## src/logic/strobe_host_pkg.sv

```systemverilog
package strobe_host_pkg;

  // ---------------------------------------------------------------
  // Widths
  // ---------------------------------------------------------------
  localparam int ADDR_W = 17;            // Address bits 0..16
  localparam int DATA_W = 16;            // Two byte lanes

  // ---------------------------------------------------------------
  // Reset values and strap encodings
  // ---------------------------------------------------------------
  localparam logic       ENDIAN_LITTLE  = 1'h0;   // Strap low: little endian
  localparam logic       ENDIAN_BIG     = 1'h1;   // Strap high: big endian
  localparam logic       MODE_STROBE    = 1'h0;   // Bus status strap low: strobe mode
  localparam logic [15:0] RDATA_RST     = 16'h0000;

  // ---------------------------------------------------------------
  // Timing
  // ---------------------------------------------------------------
  localparam int SYNC_STAGES = 2;        // Flip-flops in each pin synchroniser

  // ---------------------------------------------------------------
  // Access sequencer states (Gray along the usual path)
  // ---------------------------------------------------------------
  typedef enum logic [1:0] {
    ST_IDLE = 2'b00,
    ST_REQ  = 2'b01,
    ST_DONE = 2'b11,
    ST_END  = 2'b10
  } acc_state_e;

endpackage : strobe_host_pkg

```

## src/logic/pin_sync.sv

```systemverilog
`timescale 1ns/1ps
// Two-stage synchroniser, one per bit; stage one feeds only stage two
module pin_sync #(
  parameter int W   = 1,
  parameter logic [W-1:0] INIT = '0
) (
  // Clock and reset
  input  wire logic         clk,
  input  wire logic         srst,
  // Data
  input  wire logic [W-1:0] din,
  output logic      [W-1:0] dout
);
  import strobe_host_pkg::*;

  logic [W-1:0] meta_ff;                 // First stage, read only by second
  logic [W-1:0] sync_ff;                 // Second stage
  logic [W-1:0] nxt_meta;
  logic [W-1:0] nxt_sync;

  // ---------------------------------------------------------------
  // Next values
  // ---------------------------------------------------------------
  always_comb begin
    nxt_meta = din;
    nxt_sync = meta_ff;
  end

  // Registers
  always_ff @(posedge clk) begin
    if (srst) begin
      meta_ff <= INIT;
      sync_ff <= INIT;
    end else begin
      meta_ff <= nxt_meta;
      sync_ff <= nxt_sync;
    end
  end

  assign dout = sync_ff;

endmodule : pin_sync

```

## src/logic/strobe_host_bus_port.sv

```systemverilog
`timescale 1ns/1ps
module strobe_host_bus_port (
  // Core clock and reset
  input  wire logic                          clk,
  input  wire logic                          srst,
  // Host bus pins
  input  wire logic                          host_bus_clock,
  input  wire logic                          chip_sel_n,
  input  wire logic [strobe_host_pkg::ADDR_W-1:0] addr_in,
  input  wire logic [strobe_host_pkg::DATA_W-1:0] data_in,
  output logic      [strobe_host_pkg::DATA_W-1:0] data_out,
  output logic      [strobe_host_pkg::DATA_W-1:0] data_oe,
  input  wire logic                          write_low_n,
  input  wire logic                          write_high_n,
  input  wire logic                          read_low_n,
  input  wire logic                          read_high_n,
  output logic                               host_hold_n,
  // Straps
  input  wire logic                          endian_strap,
  input  wire logic                          bus_status_strap,
  output logic                               big_endian,
  output logic                               strobe_mode,
  // Internal memory/register request
  output logic                               mem_req,
  output logic                               mem_we,
  output logic      [strobe_host_pkg::ADDR_W-1:0] mem_addr,
  output logic      [strobe_host_pkg::DATA_W-1:0] mem_wdata,
  output logic      [1:0]                    mem_be,
  input  wire logic                          mem_grant,
  input  wire logic [strobe_host_pkg::DATA_W-1:0] mem_rdata
);
  import strobe_host_pkg::*;

  // ---------------------------------------------------------------
  // Synchronised host pins
  // ---------------------------------------------------------------
  logic       bclk_s;                    // Synchronised bus clock
  logic       cs_s;                      // Chip select, active high internally
  logic [3:0] stb_s;                     // {rd_hi, rd_lo, wr_hi, wr_lo}, active high
  logic [1:0] strap_s;                   // {bus status, endian}
  logic [ADDR_W-1:0] addr_s;             // Synchronised address, same lag as the strobes
  logic [DATA_W-1:0] wdata_s;            // Synchronised write data, same lag as the strobes

  pin_sync #(.W(1), .INIT(1'h0)) u_clk_sync (
    .clk(clk), .srst(srst), .din(host_bus_clock), .dout(bclk_s));
  pin_sync #(.W(5), .INIT(5'h00)) u_ctl_sync (
    .clk(clk), .srst(srst),
    .din({~chip_sel_n, ~read_high_n, ~read_low_n, ~write_high_n, ~write_low_n}),
    .dout({cs_s, stb_s}));
  // Straps settle through this pair while reset holds, so it is never cleared;
  // clearing it would hand the capture a stale zero at reset release
  pin_sync #(.W(2), .INIT(2'h0)) u_strap_sync (
    .clk(clk), .srst(1'b0), .din({bus_status_strap, endian_strap}), .dout(strap_s));
  // Address and data pass the same two stages, so they line up with the strobes
  pin_sync #(.W(ADDR_W), .INIT('0)) u_addr_sync (
    .clk(clk), .srst(srst), .din(addr_in), .dout(addr_s));
  pin_sync #(.W(DATA_W), .INIT('0)) u_data_sync (
    .clk(clk), .srst(srst), .din(data_in), .dout(wdata_s));

  // ---------------------------------------------------------------
  // State
  // ---------------------------------------------------------------
  acc_state_e              state_ff,  nxt_state;
  logic                    bclk_d_ff, nxt_bclk_d;     // Previous bus clock level
  logic                    rst_d_ff,  nxt_rst_d;      // Reset seen last cycle
  logic                    big_ff,    nxt_big;        // Captured endian mode
  logic                    mode_ff,   nxt_mode;       // Captured strobe mode
  logic                    we_ff,     nxt_we;
  logic [1:0]              be_ff,     nxt_be;
  logic [ADDR_W-1:0]       addr_ff,   nxt_addr;
  logic [DATA_W-1:0]       wdata_ff,  nxt_wdata;
  logic [DATA_W-1:0]       rdata_ff,  nxt_rdata;
  logic [DATA_W-1:0]       oe_ff,     nxt_oe;
  logic                    hold_ff,   nxt_hold;       // Hold-off asserted, active high

  logic bclk_rise;
  logic rd_any;
  logic wr_any;

  assign bclk_rise = bclk_s & ~bclk_d_ff;
  assign rd_any    = stb_s[2] | stb_s[3];
  assign wr_any    = stb_s[0] | stb_s[1];

  // ---------------------------------------------------------------
  // Next-state logic
  // ---------------------------------------------------------------
  always_comb begin
    nxt_state = state_ff;
    nxt_bclk_d = bclk_s;
    nxt_rst_d  = 1'b0;
    nxt_big    = big_ff;
    nxt_mode   = mode_ff;
    nxt_we     = we_ff;
    nxt_be     = be_ff;
    nxt_addr   = addr_ff;
    nxt_wdata  = wdata_ff;
    nxt_rdata  = rdata_ff;
    nxt_oe     = oe_ff;
    nxt_hold   = hold_ff;
    // Straps are taken once, the first cycle after reset release
    if (rst_d_ff) begin
      nxt_big  = strap_s[0];
      nxt_mode = (strap_s[1] == MODE_STROBE);
    end
    case (state_ff)
      ST_IDLE: begin
        // Access start sampled on rising bus clock edges only; select must qualify a strobe
        if (bclk_rise && cs_s && (rd_any || wr_any) && mode_ff) begin
          nxt_state = ST_REQ;
          nxt_hold  = 1'b1;
          nxt_we    = wr_any;
          nxt_be    = wr_any ? stb_s[1:0] : stb_s[3:2];
          nxt_addr  = addr_s;
          nxt_wdata = wdata_s;
        end
      end
      ST_REQ: begin
        // Hold-off stays low while display refresh owns the memory
        if (mem_grant) begin
          nxt_state = ST_DONE;
          nxt_hold  = 1'b0;
          if (!we_ff) begin
            // Only strobed lanes are driven back to the host
            nxt_rdata = mem_rdata;
            nxt_oe    = {{8{be_ff[1]}}, {8{be_ff[0]}}};
          end
        end
      end
      ST_DONE: begin
        // Data stands until the host drops its strobes or select
        if (!cs_s || !(rd_any || wr_any)) begin
          nxt_state = ST_END;
          nxt_oe    = '0;
        end
      end
      ST_END: nxt_state = ST_IDLE;
      default: begin
        nxt_state = ST_IDLE;
        nxt_hold  = 1'b0;
        nxt_oe    = '0;
      end
    endcase
  end

  // Registers
  always_ff @(posedge clk) begin
    if (srst) begin
      state_ff  <= ST_IDLE;
      bclk_d_ff <= 1'b0;
      rst_d_ff  <= 1'b1;
      big_ff    <= ENDIAN_LITTLE;
      mode_ff   <= 1'b1;
      we_ff     <= 1'b0;
      be_ff     <= 2'h0;
      addr_ff   <= '0;
      wdata_ff  <= RDATA_RST;
      rdata_ff  <= RDATA_RST;
      oe_ff     <= '0;
      hold_ff   <= 1'b0;
    end else begin
      state_ff  <= nxt_state;
      bclk_d_ff <= nxt_bclk_d;
      rst_d_ff  <= nxt_rst_d;
      big_ff    <= nxt_big;
      mode_ff   <= nxt_mode;
      we_ff     <= nxt_we;
      be_ff     <= nxt_be;
      addr_ff   <= nxt_addr;
      wdata_ff  <= nxt_wdata;
      rdata_ff  <= nxt_rdata;
      oe_ff     <= nxt_oe;
      hold_ff   <= nxt_hold;
    end
  end

  // ---------------------------------------------------------------
  // Outputs
  // ---------------------------------------------------------------
  assign host_hold_n = ~hold_ff;
  assign data_out    = rdata_ff;
  assign data_oe     = oe_ff;
  assign big_endian  = big_ff;
  assign strobe_mode = mode_ff;
  assign mem_req     = (state_ff == ST_REQ);
  assign mem_we      = we_ff;
  assign mem_addr    = addr_ff;
  assign mem_wdata   = wdata_ff;
  assign mem_be      = be_ff;
endmodule : strobe_host_bus_port

```

## config.mk

```make
export PLATFORM = sky130hd
export DESIGN_NAME = strobe_host_bus_port
export DESIGN_NICKNAME = d
export VERILOG_FILES = /design/src/logic/strobe_host_pkg.sv /design/src/logic/pin_sync.sv /design/src/logic/strobe_host_bus_port.sv
export SDC_FILE = /design/constraint.sdc
export NUM_CORES = 1
export LEC_CHECK = 0
export ABC_CLOCK_PERIOD_IN_PS = 1850
export BUFFER_PORTS_ARGS = -buffer_cell sky130_fd_sc_hd__buf_2
export CAP_MARGIN = 10
export CORE_AREA = 3 3 73 144
export DETAILED_ROUTE_END_ITERATION = 12
export DIE_AREA = 0 0 76 147
export PLACE_DENSITY = 0.84
export RECOVER_POWER = 100
export SYNTH_ARGS = -nofsm -noshare
export SYNTH_HDL_FRONTEND = slang
export SYNTH_SLANG_ARGS = --single-unit
```

## constraint.sdc

```tcl
create_clock -name clk -period 1.85 [get_ports clk]
set_input_delay 0.0925 -clock clk [delete_from_list [all_inputs] [get_ports clk]]
set_output_delay 0.0925 -clock clk [all_outputs]
set_load 0.005 [all_outputs]
```

==> impl_metrics.py, run 1 <==
metrics = {
    "routing": {
        "vias": 4013,
        "wire_per_inst_um": 14.7,
        "topRoutingLayerUsed": "met4",
        "met1_length_um": 4110,
        "routed_wl_um": 11500,
        "drtIter0Drc": 225,
        "ant_nets": 0,
        "route.met3.wl_um": 612,
        "firstDrtPassIters": 5,
        "drcViolationCount": 0,
        "viasPerCell": 5.16,
        "wl_met2_um": 6160,
    },
    "cells_and_area": {
        "diodes": 0,
        "fin_area_mm2": 0.00658,
        "final_util": 0.697,
        "area.sequential_mm2": 0.00286,
        "multi_input_area_mm2": 0.00161,
        "drive_gt1_frac": 0.213,
        "nNetsFinal": 695,
        "areaGrowthSynthToFinish_pct": 37.5,
        "num-fill-cells": 693,
        "final_cells": 778,
    },
    "worst_setup_path": {
        "criticalPathCategory": "reg -> reg",
        "path_cells": "or2_2, o31ai_1, a21oi_1",
        "worst_ep_arrival_time_ns": 1.92,
        "cpPeakStageDelay_ns": 0.58,
        "critical_path_required_ns": 2.13,
        "end_kind": "register",
        "critical_path_buf_inv_count": 0,
        "crit_family": "simple AND/OR/NAND/NOR gates",
        "crit_slowest_cell": "or2_2",
        "critPathMaxFanout": 34,
        "crit_path_start_kind": "register",
    },
    "synthesis": {
        "yosysTopAreaCell": "dfxtp_1",
        "ys_ff_latch": 143,
        "ys_types": 34,
        "syn_area_mm2": 0.00479,
        "synth_warnings": 0,
        "postSynthAreaPerCell_um2": 10.2,
        "synthCells": 470,
        "seq_area_frac_synth": 0.598,
        "synth_top_area_share": 0.598,
        "synth_nets": 530,
        "synth_area_leaders": "dfxtp_1 (60%), nor2b_1 (9.9%), a21oi_1 (5.5%), o31ai_1 (5.2%), nand4_1 (4.3%)",
    },
    "floorplan": {
        "die_area_mm2": 0.0112,
        "coreArea_mm2": 0.00945,
        "die_w_um": 76,
        "die_y_um": 147,
        "initial_core_util": 0.507,
        "io_pins": 132,
        "row_count": 50,
    },
    "sta": {
        "fmax_ghz": 0.609,
        "fin_crit_sh": 0.888,
        "maxSlewViolCount": 0,
        "setup_viol_count_final": 0,
        "min_period_ns": 1.64,
        "skew_ns": 0.00702,
        "hold_viol_final": 0,
        "slew-limit-headroom": 0.113,
        "rsz0062_at_grt": "no",
        "setup_ws_ns": 0.208,
        "setup_tns_ns": 0,
        "fin_hold_ws_ns": 0.324,
        "worst_pin_slew_ns": 1.33,
    },
    "place": {
        "place.gp.congestion": 0.776,
        "io_buffers": 131,
        "placed_area_mm2": 0.00545,
        "place_ws_ns": 0.278,
        "post-place-cells": 688,
        "hpwl_um": 6820,
    },
    "status": {
        "status": "completed",
    },
    "power_and_ir_drop": {
        "power_mw": 7.04,
        "power.leakage_nw": 2.60,
        "power_density_mw_per_mm2": 1070,
        "vdd_drop_max_mv": 0.900,
    },
    "min_path": {
        "hold_class": "in -> reg",
    },
    "global_route": {
        "grt_overflow": 0,
        "antenna_found_initial": 0,
        "grt_first_pass_wirelength_um": 18800,
        "grt_pass1_vias": 4074,
        "grt_use_total": 0.208,
        "grt_max_degree": 70,
    },
    "clock_tree": {
        "cts_sinks": 143,
        "cts.repair.resized": 0,
        "clkTransAtPathRegs_ns": 0.06,
        "cts_hold_buf": 58,
        "ctsHtreeMaxLevel": 4,
        "cts_inserted_buffers": 17,
        "cts-root-buf": "clkbuf_16",
        "clk_latency_ns": 0.41,
        "cts_tree": "done",
        "cts_max_path_buffers": 2,
        "post-cts-setup-buffers": 0,
    },
    "run": {
        "cap_violations": 0,
    },
}
per-layer routing:
metal / vias up / track usage
met1: 1848 / 0.204
met2: 174 / 0.374
li1: 1944 / -
met3: 47 / 0.0558
met4: 0 / 0.143
met5: - / 0
path summary, 6_finish.rpt:
| check | startpoint | to | slack, ns | cells after the start |
|---|---|---|---|---|
| max reg2reg | state_ff[0] | mem_wdata[7] | 0.21 | 3 |
| max | state_ff[0] | mem_wdata[7] | 0.21 | 3 |
| min reg2reg | u_strap_sync.meta_ff[1] | u_strap_sync.dout[1] | 0.33 | 0 |
| min | bus_status_strap | u_strap_sync.meta_ff[1] | 0.32 | 2 |
cells in the mapped netlist:
cell / n
o21ai_0: 1
a211oi_1: 2
buf_6: 3
nor2b_1: 76
o32ai_1: 1
buf_4: 17
nor4_1: 1
o221ai_1: 1
inv_1: 2
nor4bb_1: 1
buf_1: 3
a311oi_1: 1
dfxtp_1: 143
clkbuf_1: 25
nor2_1: 8
nor3_2: 1
nand4_1: 33
a21oi_1: 53
o41a_1: 1
or2_2: 1
mux2i_1: 3
a21o_1: 1
nand4bb_1: 1
nand3b_1: 2
and3b_1: 1
nand2b_1: 4
a31oi_1: 3
nand3_1: 1
buf_2: 8
nor2_2: 1
o31ai_1: 33
nor3b_1: 1
o41ai_4: 1
nand2_1: 36
sequential cells by signal (all words and copies together) (netlist names), 5 cells and up:
signal	flops
u_addr_sync.dout	17
u_data_sync.meta_ff	16
u_data_sync.dout	16
mem_wdata	16
u_ctl_sync.dout	5
data_out	16
u_addr_sync.meta_ff	17
mem_addr	17
u_ctl_sync.meta_ff	5
layout make-up:
| type | instances | share of cell area |
|---|---|---|
| Clock buffer | 18 | 0.0667 |
| Timing Repair Buffer | 202 | 0.200 |
| Tap cell | 130 | 0.0247 |
| Clock inverter | 14 | 0.0277 |
| Inverter | 2 | 0.00114 |
| Multi-Input combinational cell | 269 | 0.245 |
| Sequential cell | 143 | 0.435 |
kinds of logic after synthesis:
kind of cell,Yosys count,synth area share
compound gates,98,0.130
buf+inv,58,0.0656
mux,3,0.00627
simple gates,168,0.200
flops,143,0.598
report_power, final:
group | switching [mW] | leakage (nW) | internal (mW) | total (mW)
Sequential | 0.0312 | 1.17 | 3.17 | 3.20
Combinational | 0.149 | 1.13 | 0.195 | 0.343
Clock | 1.31 | 0.299 | 2.18 | 3.49
cell usage in the layout (no fill, tap or decap), types with 17 or more instances in the layout:
master	count
dlygate4sd3_1	58
buf_2	88
dfxtp_1	143
clkbuf_1	40
a21oi_1	53
nand4_1	33
nor2b_1	76
clkbuf_16	17
o31ai_1	33
nand2_1	36
No activity file was read; power rests on OpenSTA's default activity.
==> inputs of run 2 (changes only) <==
--- a/config.mk
+++ b/config.mk
@@ -8,10 +8,12 @@
 export ABC_CLOCK_PERIOD_IN_PS = 1850
 export BUFFER_PORTS_ARGS = -buffer_cell sky130_fd_sc_hd__buf_2
 export CAP_MARGIN = 10
-export CORE_AREA = 3 3 73 144
+export CELL_PAD_IN_SITES_DETAIL_PLACEMENT = 2
+export CELL_PAD_IN_SITES_GLOBAL_PLACEMENT = 2
+export CORE_AREA = 3 3 92 182
 export DETAILED_ROUTE_END_ITERATION = 12
-export DIE_AREA = 0 0 76 147
-export PLACE_DENSITY = 0.84
+export DIE_AREA = 0 0 95 185
+export PLACE_DENSITY = 0.85
 export RECOVER_POWER = 100
 export SYNTH_ARGS = -nofsm -noshare
 export SYNTH_HDL_FRONTEND = slang
==> constraint.sdc (replaced) <==
create_clock -name clk -period 1.85 [get_ports clk]
set_input_delay 0.185 -clock clk [delete_from_list [all_inputs] [get_ports clk]]
set_output_delay 0.185 -clock clk [all_outputs]
set_load 0.005 [all_outputs]
==> run 2 against run 1 <==
Net effect: clock skew grew 0.0025 ns; worst setup slack lost 0.088 ns; global-route usage shrank 1.8 points; core utilization shrank 28 points; critical path type unchanged; highest routed layer unchanged.
==> impl_metrics.py, run 2 (synthesis results as in run 1) <==
metrics = {
    "place": {
        "io_buffers": 131,
        "hpwl_um": 10100,
        "placed_area_mm2": 0.00554,
        "place.gp.congestion": 0.753,
    },
    "cells_and_area": {
        "drive_gt1_frac": 0.195,
        "fin_area_mm2": 0.00650,
        "diodes": 0,
        "final_common_cell": "dfxtp_1",
        "areaGrowthSynthToFinish_pct": 35.7,
        "nNetsFinal": 679,
        "final_cell_mix": "dfxtp_1 (143), nor2b_1 (76), buf_2 (74), clkbuf_1 (57), a21oi_1 (53)",
    },
    "floorplan": {
        "die_area_mm2": 0.0176,
        "die_w_um": 95,
        "die_y_um": 185,
        "row_count": 64,
        "io_pins": 132,
        "initial_core_util": 0.310,
        "coreArea_mm2": 0.0155,
    },
    "routing": {
        "ant_nets": 0,
        "vias": 4044,
        "drtIter0Drc": 151,
        "drcViolationCount": 0,
        "wire_per_inst_um": 19.4,
        "routed_wl_um": 16100,
        "firstDrtPassIters": 4,
        "viasPerCell": 4.87,
    },
    "clock_tree": {
        "post-cts-setup-buffers": 0,
        "cts_max_path_buffers": 2,
        "clkTransAtPathRegs_ns": 0.06,
        "cts-root-buf": "clkbuf_16",
        "clk_latency_ns": 0.42,
        "cts_inserted_buffers": 17,
        "cts_sinks": 143,
        "ctsHtreeMaxLevel": 4,
        "cts_tree": "done",
    },
    "sta": {
        "hold_viol_final": 0,
        "min_period_ns": 1.73,
        "slew-limit-headroom": 0.312,
        "worst_pin_slew_ns": 1.03,
        "maxSlewViolCount": 0,
        "skew_ns": 0.00948,
        "fmax_ghz": 0.578,
        "rsz0062_at_grt": "no",
        "setup_viol_count_final": 0,
        "fin_crit_sh": 0.935,
        "setup_tns_ns": 0,
    },
    "power_and_ir_drop": {
        "power_mw": 7.18,
        "vdd_drop_max_mv": 0.605,
        "power_density_mw_per_mm2": 1110,
        "power.leakage_nw": 2.47,
    },
    "min_path": {
        "hold_class": "in -> reg",
    },
    "run": {
        "cap_violations": 0,
    },
    "worst_setup_path": {
        "worst_ep_arrival_time_ns": 2.05,
        "critPathMaxFanout": 17,
        "crit_path_start_kind": "register",
        "criticalPathCategory": "reg -> reg",
        "reg2reg_setup_slack_ns": 0.12,
        "critical_path_required_ns": 2.17,
        "end_kind": "register",
    },
    "status": {
        "status": "completed",
    },
    "global_route": {
        "antenna_found_initial": 0,
        "grt_pass1_vias": 4526,
        "grt_use_total": 0.190,
        "grt_overflow": 0,
        "grt_first_pass_wirelength_um": 24900,
        "grt_max_degree": 51,
    },
}
## run 2: per-layer routing
| layer | up-vias | share of wire | GRT usage |
|---|---|---|---|
| met4 | 0 | 0.033 | 0.0937 |
| met1 | 2001 | 0.34 | 0.181 |
| met5 | - | 0 | 0 |
| met3 | 37 | 0.038 | 0.0439 |
| li1 | 1899 | - | - |
| met2 | 107 | 0.58 | 0.367 |
## run 2: stage by stage
stage	hold slack, ns	setup slack, ns	utilization	std cells
3_3_place_gp	0.287	0.220	0.359	755
4_1_cts	0.00108	0.000428	0.427	830
6_report	0.0113	0.120	0.421	830
2_1_floorplan	0.213	0.433	-	470
5_1_grt	0.0139	0.0206	0.421	830
3_5_place_dp	0.292	0.0663	0.359	755
## run 2: worst paths after layout
kind / start / endpoint / cells past startpoint
worst max register to register: u_ctl_sync.dout[1] / mem_addr[1] / 4
worst max-delay path: u_ctl_sync.dout[1] / mem_addr[1] / 4
worst min register to register: u_strap_sync.meta_ff[0] / u_strap_sync.dout[0] / 0
worst min-delay path: addr_in[9] / u_addr_sync.meta_ff[9] / 2
## run 2: area by class of cell
cell class	instances	area [um^2]
fill	1657	8950
sequential	143	2860
tap	198	248
multi-input combinational	269	1630
timing repair buffer	186	1130
inverter	2	7.51
clock inverter	15	198
clock buffer	17	425
## run 2: power breakdown
part           internal, mW  switching (mW)  leakage, nW
sequential             3.17          0.0386         1.17
clock                  2.17            1.47        0.305
combinational         0.171           0.159        0.989
total                  5.51            1.67         2.47
## run 2: worst max-delay path: stages (launching register included)
cell and delay [ns]:
dfxtp_1 0.38, o41ai_4 0.45, clkbuf_2 0.42, o31ai_1 0.17
a21oi_1 0.20
## run 2: what timing repair did
| action | CTS | global route |
|---|---|---|
| endpoints found under the hold margin | 43 | 0 |
| gates resized for setup | 0 | 2 |
| hold buffers | 43 | 0 |
| endpoints found under the setup margin | 0 | 9 |
==> inputs of run 3 (changes only) <==
--- a/config.mk
+++ b/config.mk
@@ -5,7 +5,7 @@
 export SDC_FILE = /design/constraint.sdc
 export NUM_CORES = 1
 export LEC_CHECK = 0
-export ABC_CLOCK_PERIOD_IN_PS = 1850
+export ABC_CLOCK_PERIOD_IN_PS = 1700
 export BUFFER_PORTS_ARGS = -buffer_cell sky130_fd_sc_hd__buf_2
 export CAP_MARGIN = 10
 export CELL_PAD_IN_SITES_DETAIL_PLACEMENT = 2
==> constraint.sdc (replaced) <==
create_clock -name clk -period 1.7 [get_ports clk]
set_input_delay 0.17 -clock clk [delete_from_list [all_inputs] [get_ports clk]]
set_output_delay 0.17 -clock clk [all_outputs]
set_load 0.005 [all_outputs]
==> run 3 against run 2 <==
Net effect: worst setup slack lost 0.047 ns; highest routed layer unchanged; flip-flop and latch count is the same; maximum frequency grew 6.3%.
==> impl_metrics.py, run 3 (synthesis results as in run 1) <==
metrics = {
    "status": {
        "status": "completed",
    },
    "worst_setup_path": {
        "end_kind": "register",
        "r2r_start": "u_ctl_sync.dout[1]",
        "critPathMaxFanout": 16,
        "critical_path_required_ns": 2.02,
        "crit_path_start_kind": "register",
        "reg2reg_depth": 4,
        "reg2reg_setup_slack_ns": 0.07,
        "criticalPathCategory": "reg -> reg",
        "critPathLaunch": "u_ctl_sync.dout[1]",
        "worst_ep_arrival_time_ns": 1.94,
        "endpoint": "mem_wdata[2]",
        "r2r-end": "mem_wdata[2]",
    },
    "routing": {
        "viasPerCell": 4.77,
        "drtIter0Drc": 165,
        "drcViolationCount": 0,
        "wire_per_inst_um": 18.2,
        "vias": 4024,
        "routed_wl_um": 15300,
        "firstDrtPassIters": 4,
        "ant_nets": 0,
    },
    "sta": {
        "fin_hold_ws_ns": 0.0103,
        "min_period_ns": 1.63,
        "slew-limit-headroom": 0.382,
        "fin_crit_sh": 0.957,
        "setup_ws_ns": 0.0733,
        "fmax_ghz": 0.615,
        "setup_viol_count_final": 0,
        "rsz0062_at_grt": "no",
        "maxSlewViolCount": 0,
        "setup_tns_ns": 0,
        "worst_pin_slew_ns": 0.927,
        "skew_ns": 0.0105,
        "hold_viol_final": 0,
    },
    "cells_and_area": {
        "areaGrowthSynthToFinish_pct": 37.3,
        "multi_input_area_mm2": 0.00163,
        "final_cell_mix": "dfxtp_1 (143), nor2b_1 (76), buf_2 (72), clkbuf_1 (61), a21oi_1 (53)",
        "area.sequential_mm2": 0.00286,
        "num-fill-cells": 1648,
        "drive_gt1_frac": 0.194,
        "diodes": 0,
        "nNetsFinal": 692,
        "final_common_cell": "dfxtp_1",
    },
    "global_route": {
        "antenna_found_initial": 0,
        "grt_max_degree": 60,
        "grt_use_total": 0.182,
        "grt_overflow": 0,
        "grt_pass1_vias": 4487,
        "grt_first_pass_wirelength_um": 24100,
    },
    "power_and_ir_drop": {
        "power_density_mw_per_mm2": 1160,
        "vdd_drop_max_mv": 0.626,
        "power.leakage_nw": 2.50,
    },
    "clock_tree": {
        "cts-root-buf": "clkbuf_16",
        "ctsHtreeMaxLevel": 4,
        "cts_tree": "done",
        "cts_max_path_buffers": 2,
        "clk_latency_ns": 0.43,
        "cts_sinks": 143,
        "cts_inserted_buffers": 17,
        "clkTransAtPathRegs_ns": 0.07,
        "post-cts-setup-buffers": 0,
    },
    "place": {
        "io_buffers": 131,
        "hpwl_um": 9670,
        "place.gp.congestion": 0.799,
        "place_ws_ns": 0.153,
    },
    "floorplan": {
        "die_y_um": 185,
        "die_area_mm2": 0.0176,
        "io_pins": 132,
        "row_count": 64,
        "coreArea_mm2": 0.0155,
        "initial_core_util": 0.310,
        "die_w_um": 95,
    },
    "run": {
        "cap_violations": 0,
    },
    "min_path": {
        "hold_class": "in -> reg",
        "hp-start": "mem_rdata[14]",
    },
}
run 3: changes by cell type in the layout (fill, tap and decap cells not counted), sizes merged:
cell	before	now
clkbuf	78	85
buf	82	83
clkinvlp	1	3
bufinv	3	2
inv	10	4
clkinv	3	4
dlygate4sd3	43	52
run 3: worst max-delay path, stage by stage (launching register included):
cell and delay (ns):
dfxtp_1 0.36, o41ai_4 0.49, buf_6 0.24, o31ai_1 0.13, a21oi_1 0.30
run 3: power breakdown:
part	total, mW	internal [mW]	switching, mW
sequential	3.49	3.45	0.0390
clock	3.76	2.29	1.47
combinational	0.368	0.196	0.172
total	7.61	5.94	1.68
run 3: timing repair:
item                                    CTS  global route
resized for setup                         0             2
endpoints found under the setup margin    0             2
endpoints found under the hold margin    52             0
hold buffers                             52             0
run 3: area by class of cell:
cell class,count,area share
timing repair buffer,199,0.187
sequential,143,0.435
tap,198,0.0377
clock inverter,11,0.0200
multi-input combinational,269,0.248
clock buffer,21,0.0715
inverter,2,0.00114
run 3: routing by layer:
layer | wire, um | vias up | track usage
met4 | 453 | 0 | 0.0798
met5 | 0 | - | 0
met3 | 524 | 31 | 0.0488
li1 | - | 1926 | -
met1 | 5530 | 1971 | 0.179
met2 | 8810 | 96 | 0.346
run 3: per-stage QoR:
stage,cells,power (mW),area (um^2),util
final,843,7.61,6580,0.426
after global routing,843,7.90,6580,0.426
after CTS,843,7.69,6670,0.432
after detailed placement,759,3.84,5550,0.359
after global placement,759,3.82,5550,0.359
after floorplan,470,3.70,4790,-
run 3: worst min path at each step:
stage | to | slack, ns | cells past startpoint
3_3_place_gp | u_strap_sync.meta_ff[1] | 0.27 | 1
6_report | data_out[14] | 0.01 | 3
2_1_floorplan | rst_d_ff | 0.20 | 0
3_5_place_dp | u_strap_sync.meta_ff[1] | 0.28 | 1
4_1_cts | u_addr_sync.meta_ff[4] | 0.005 | 2
5_1_grt | data_out[14] | 0.009 | 3
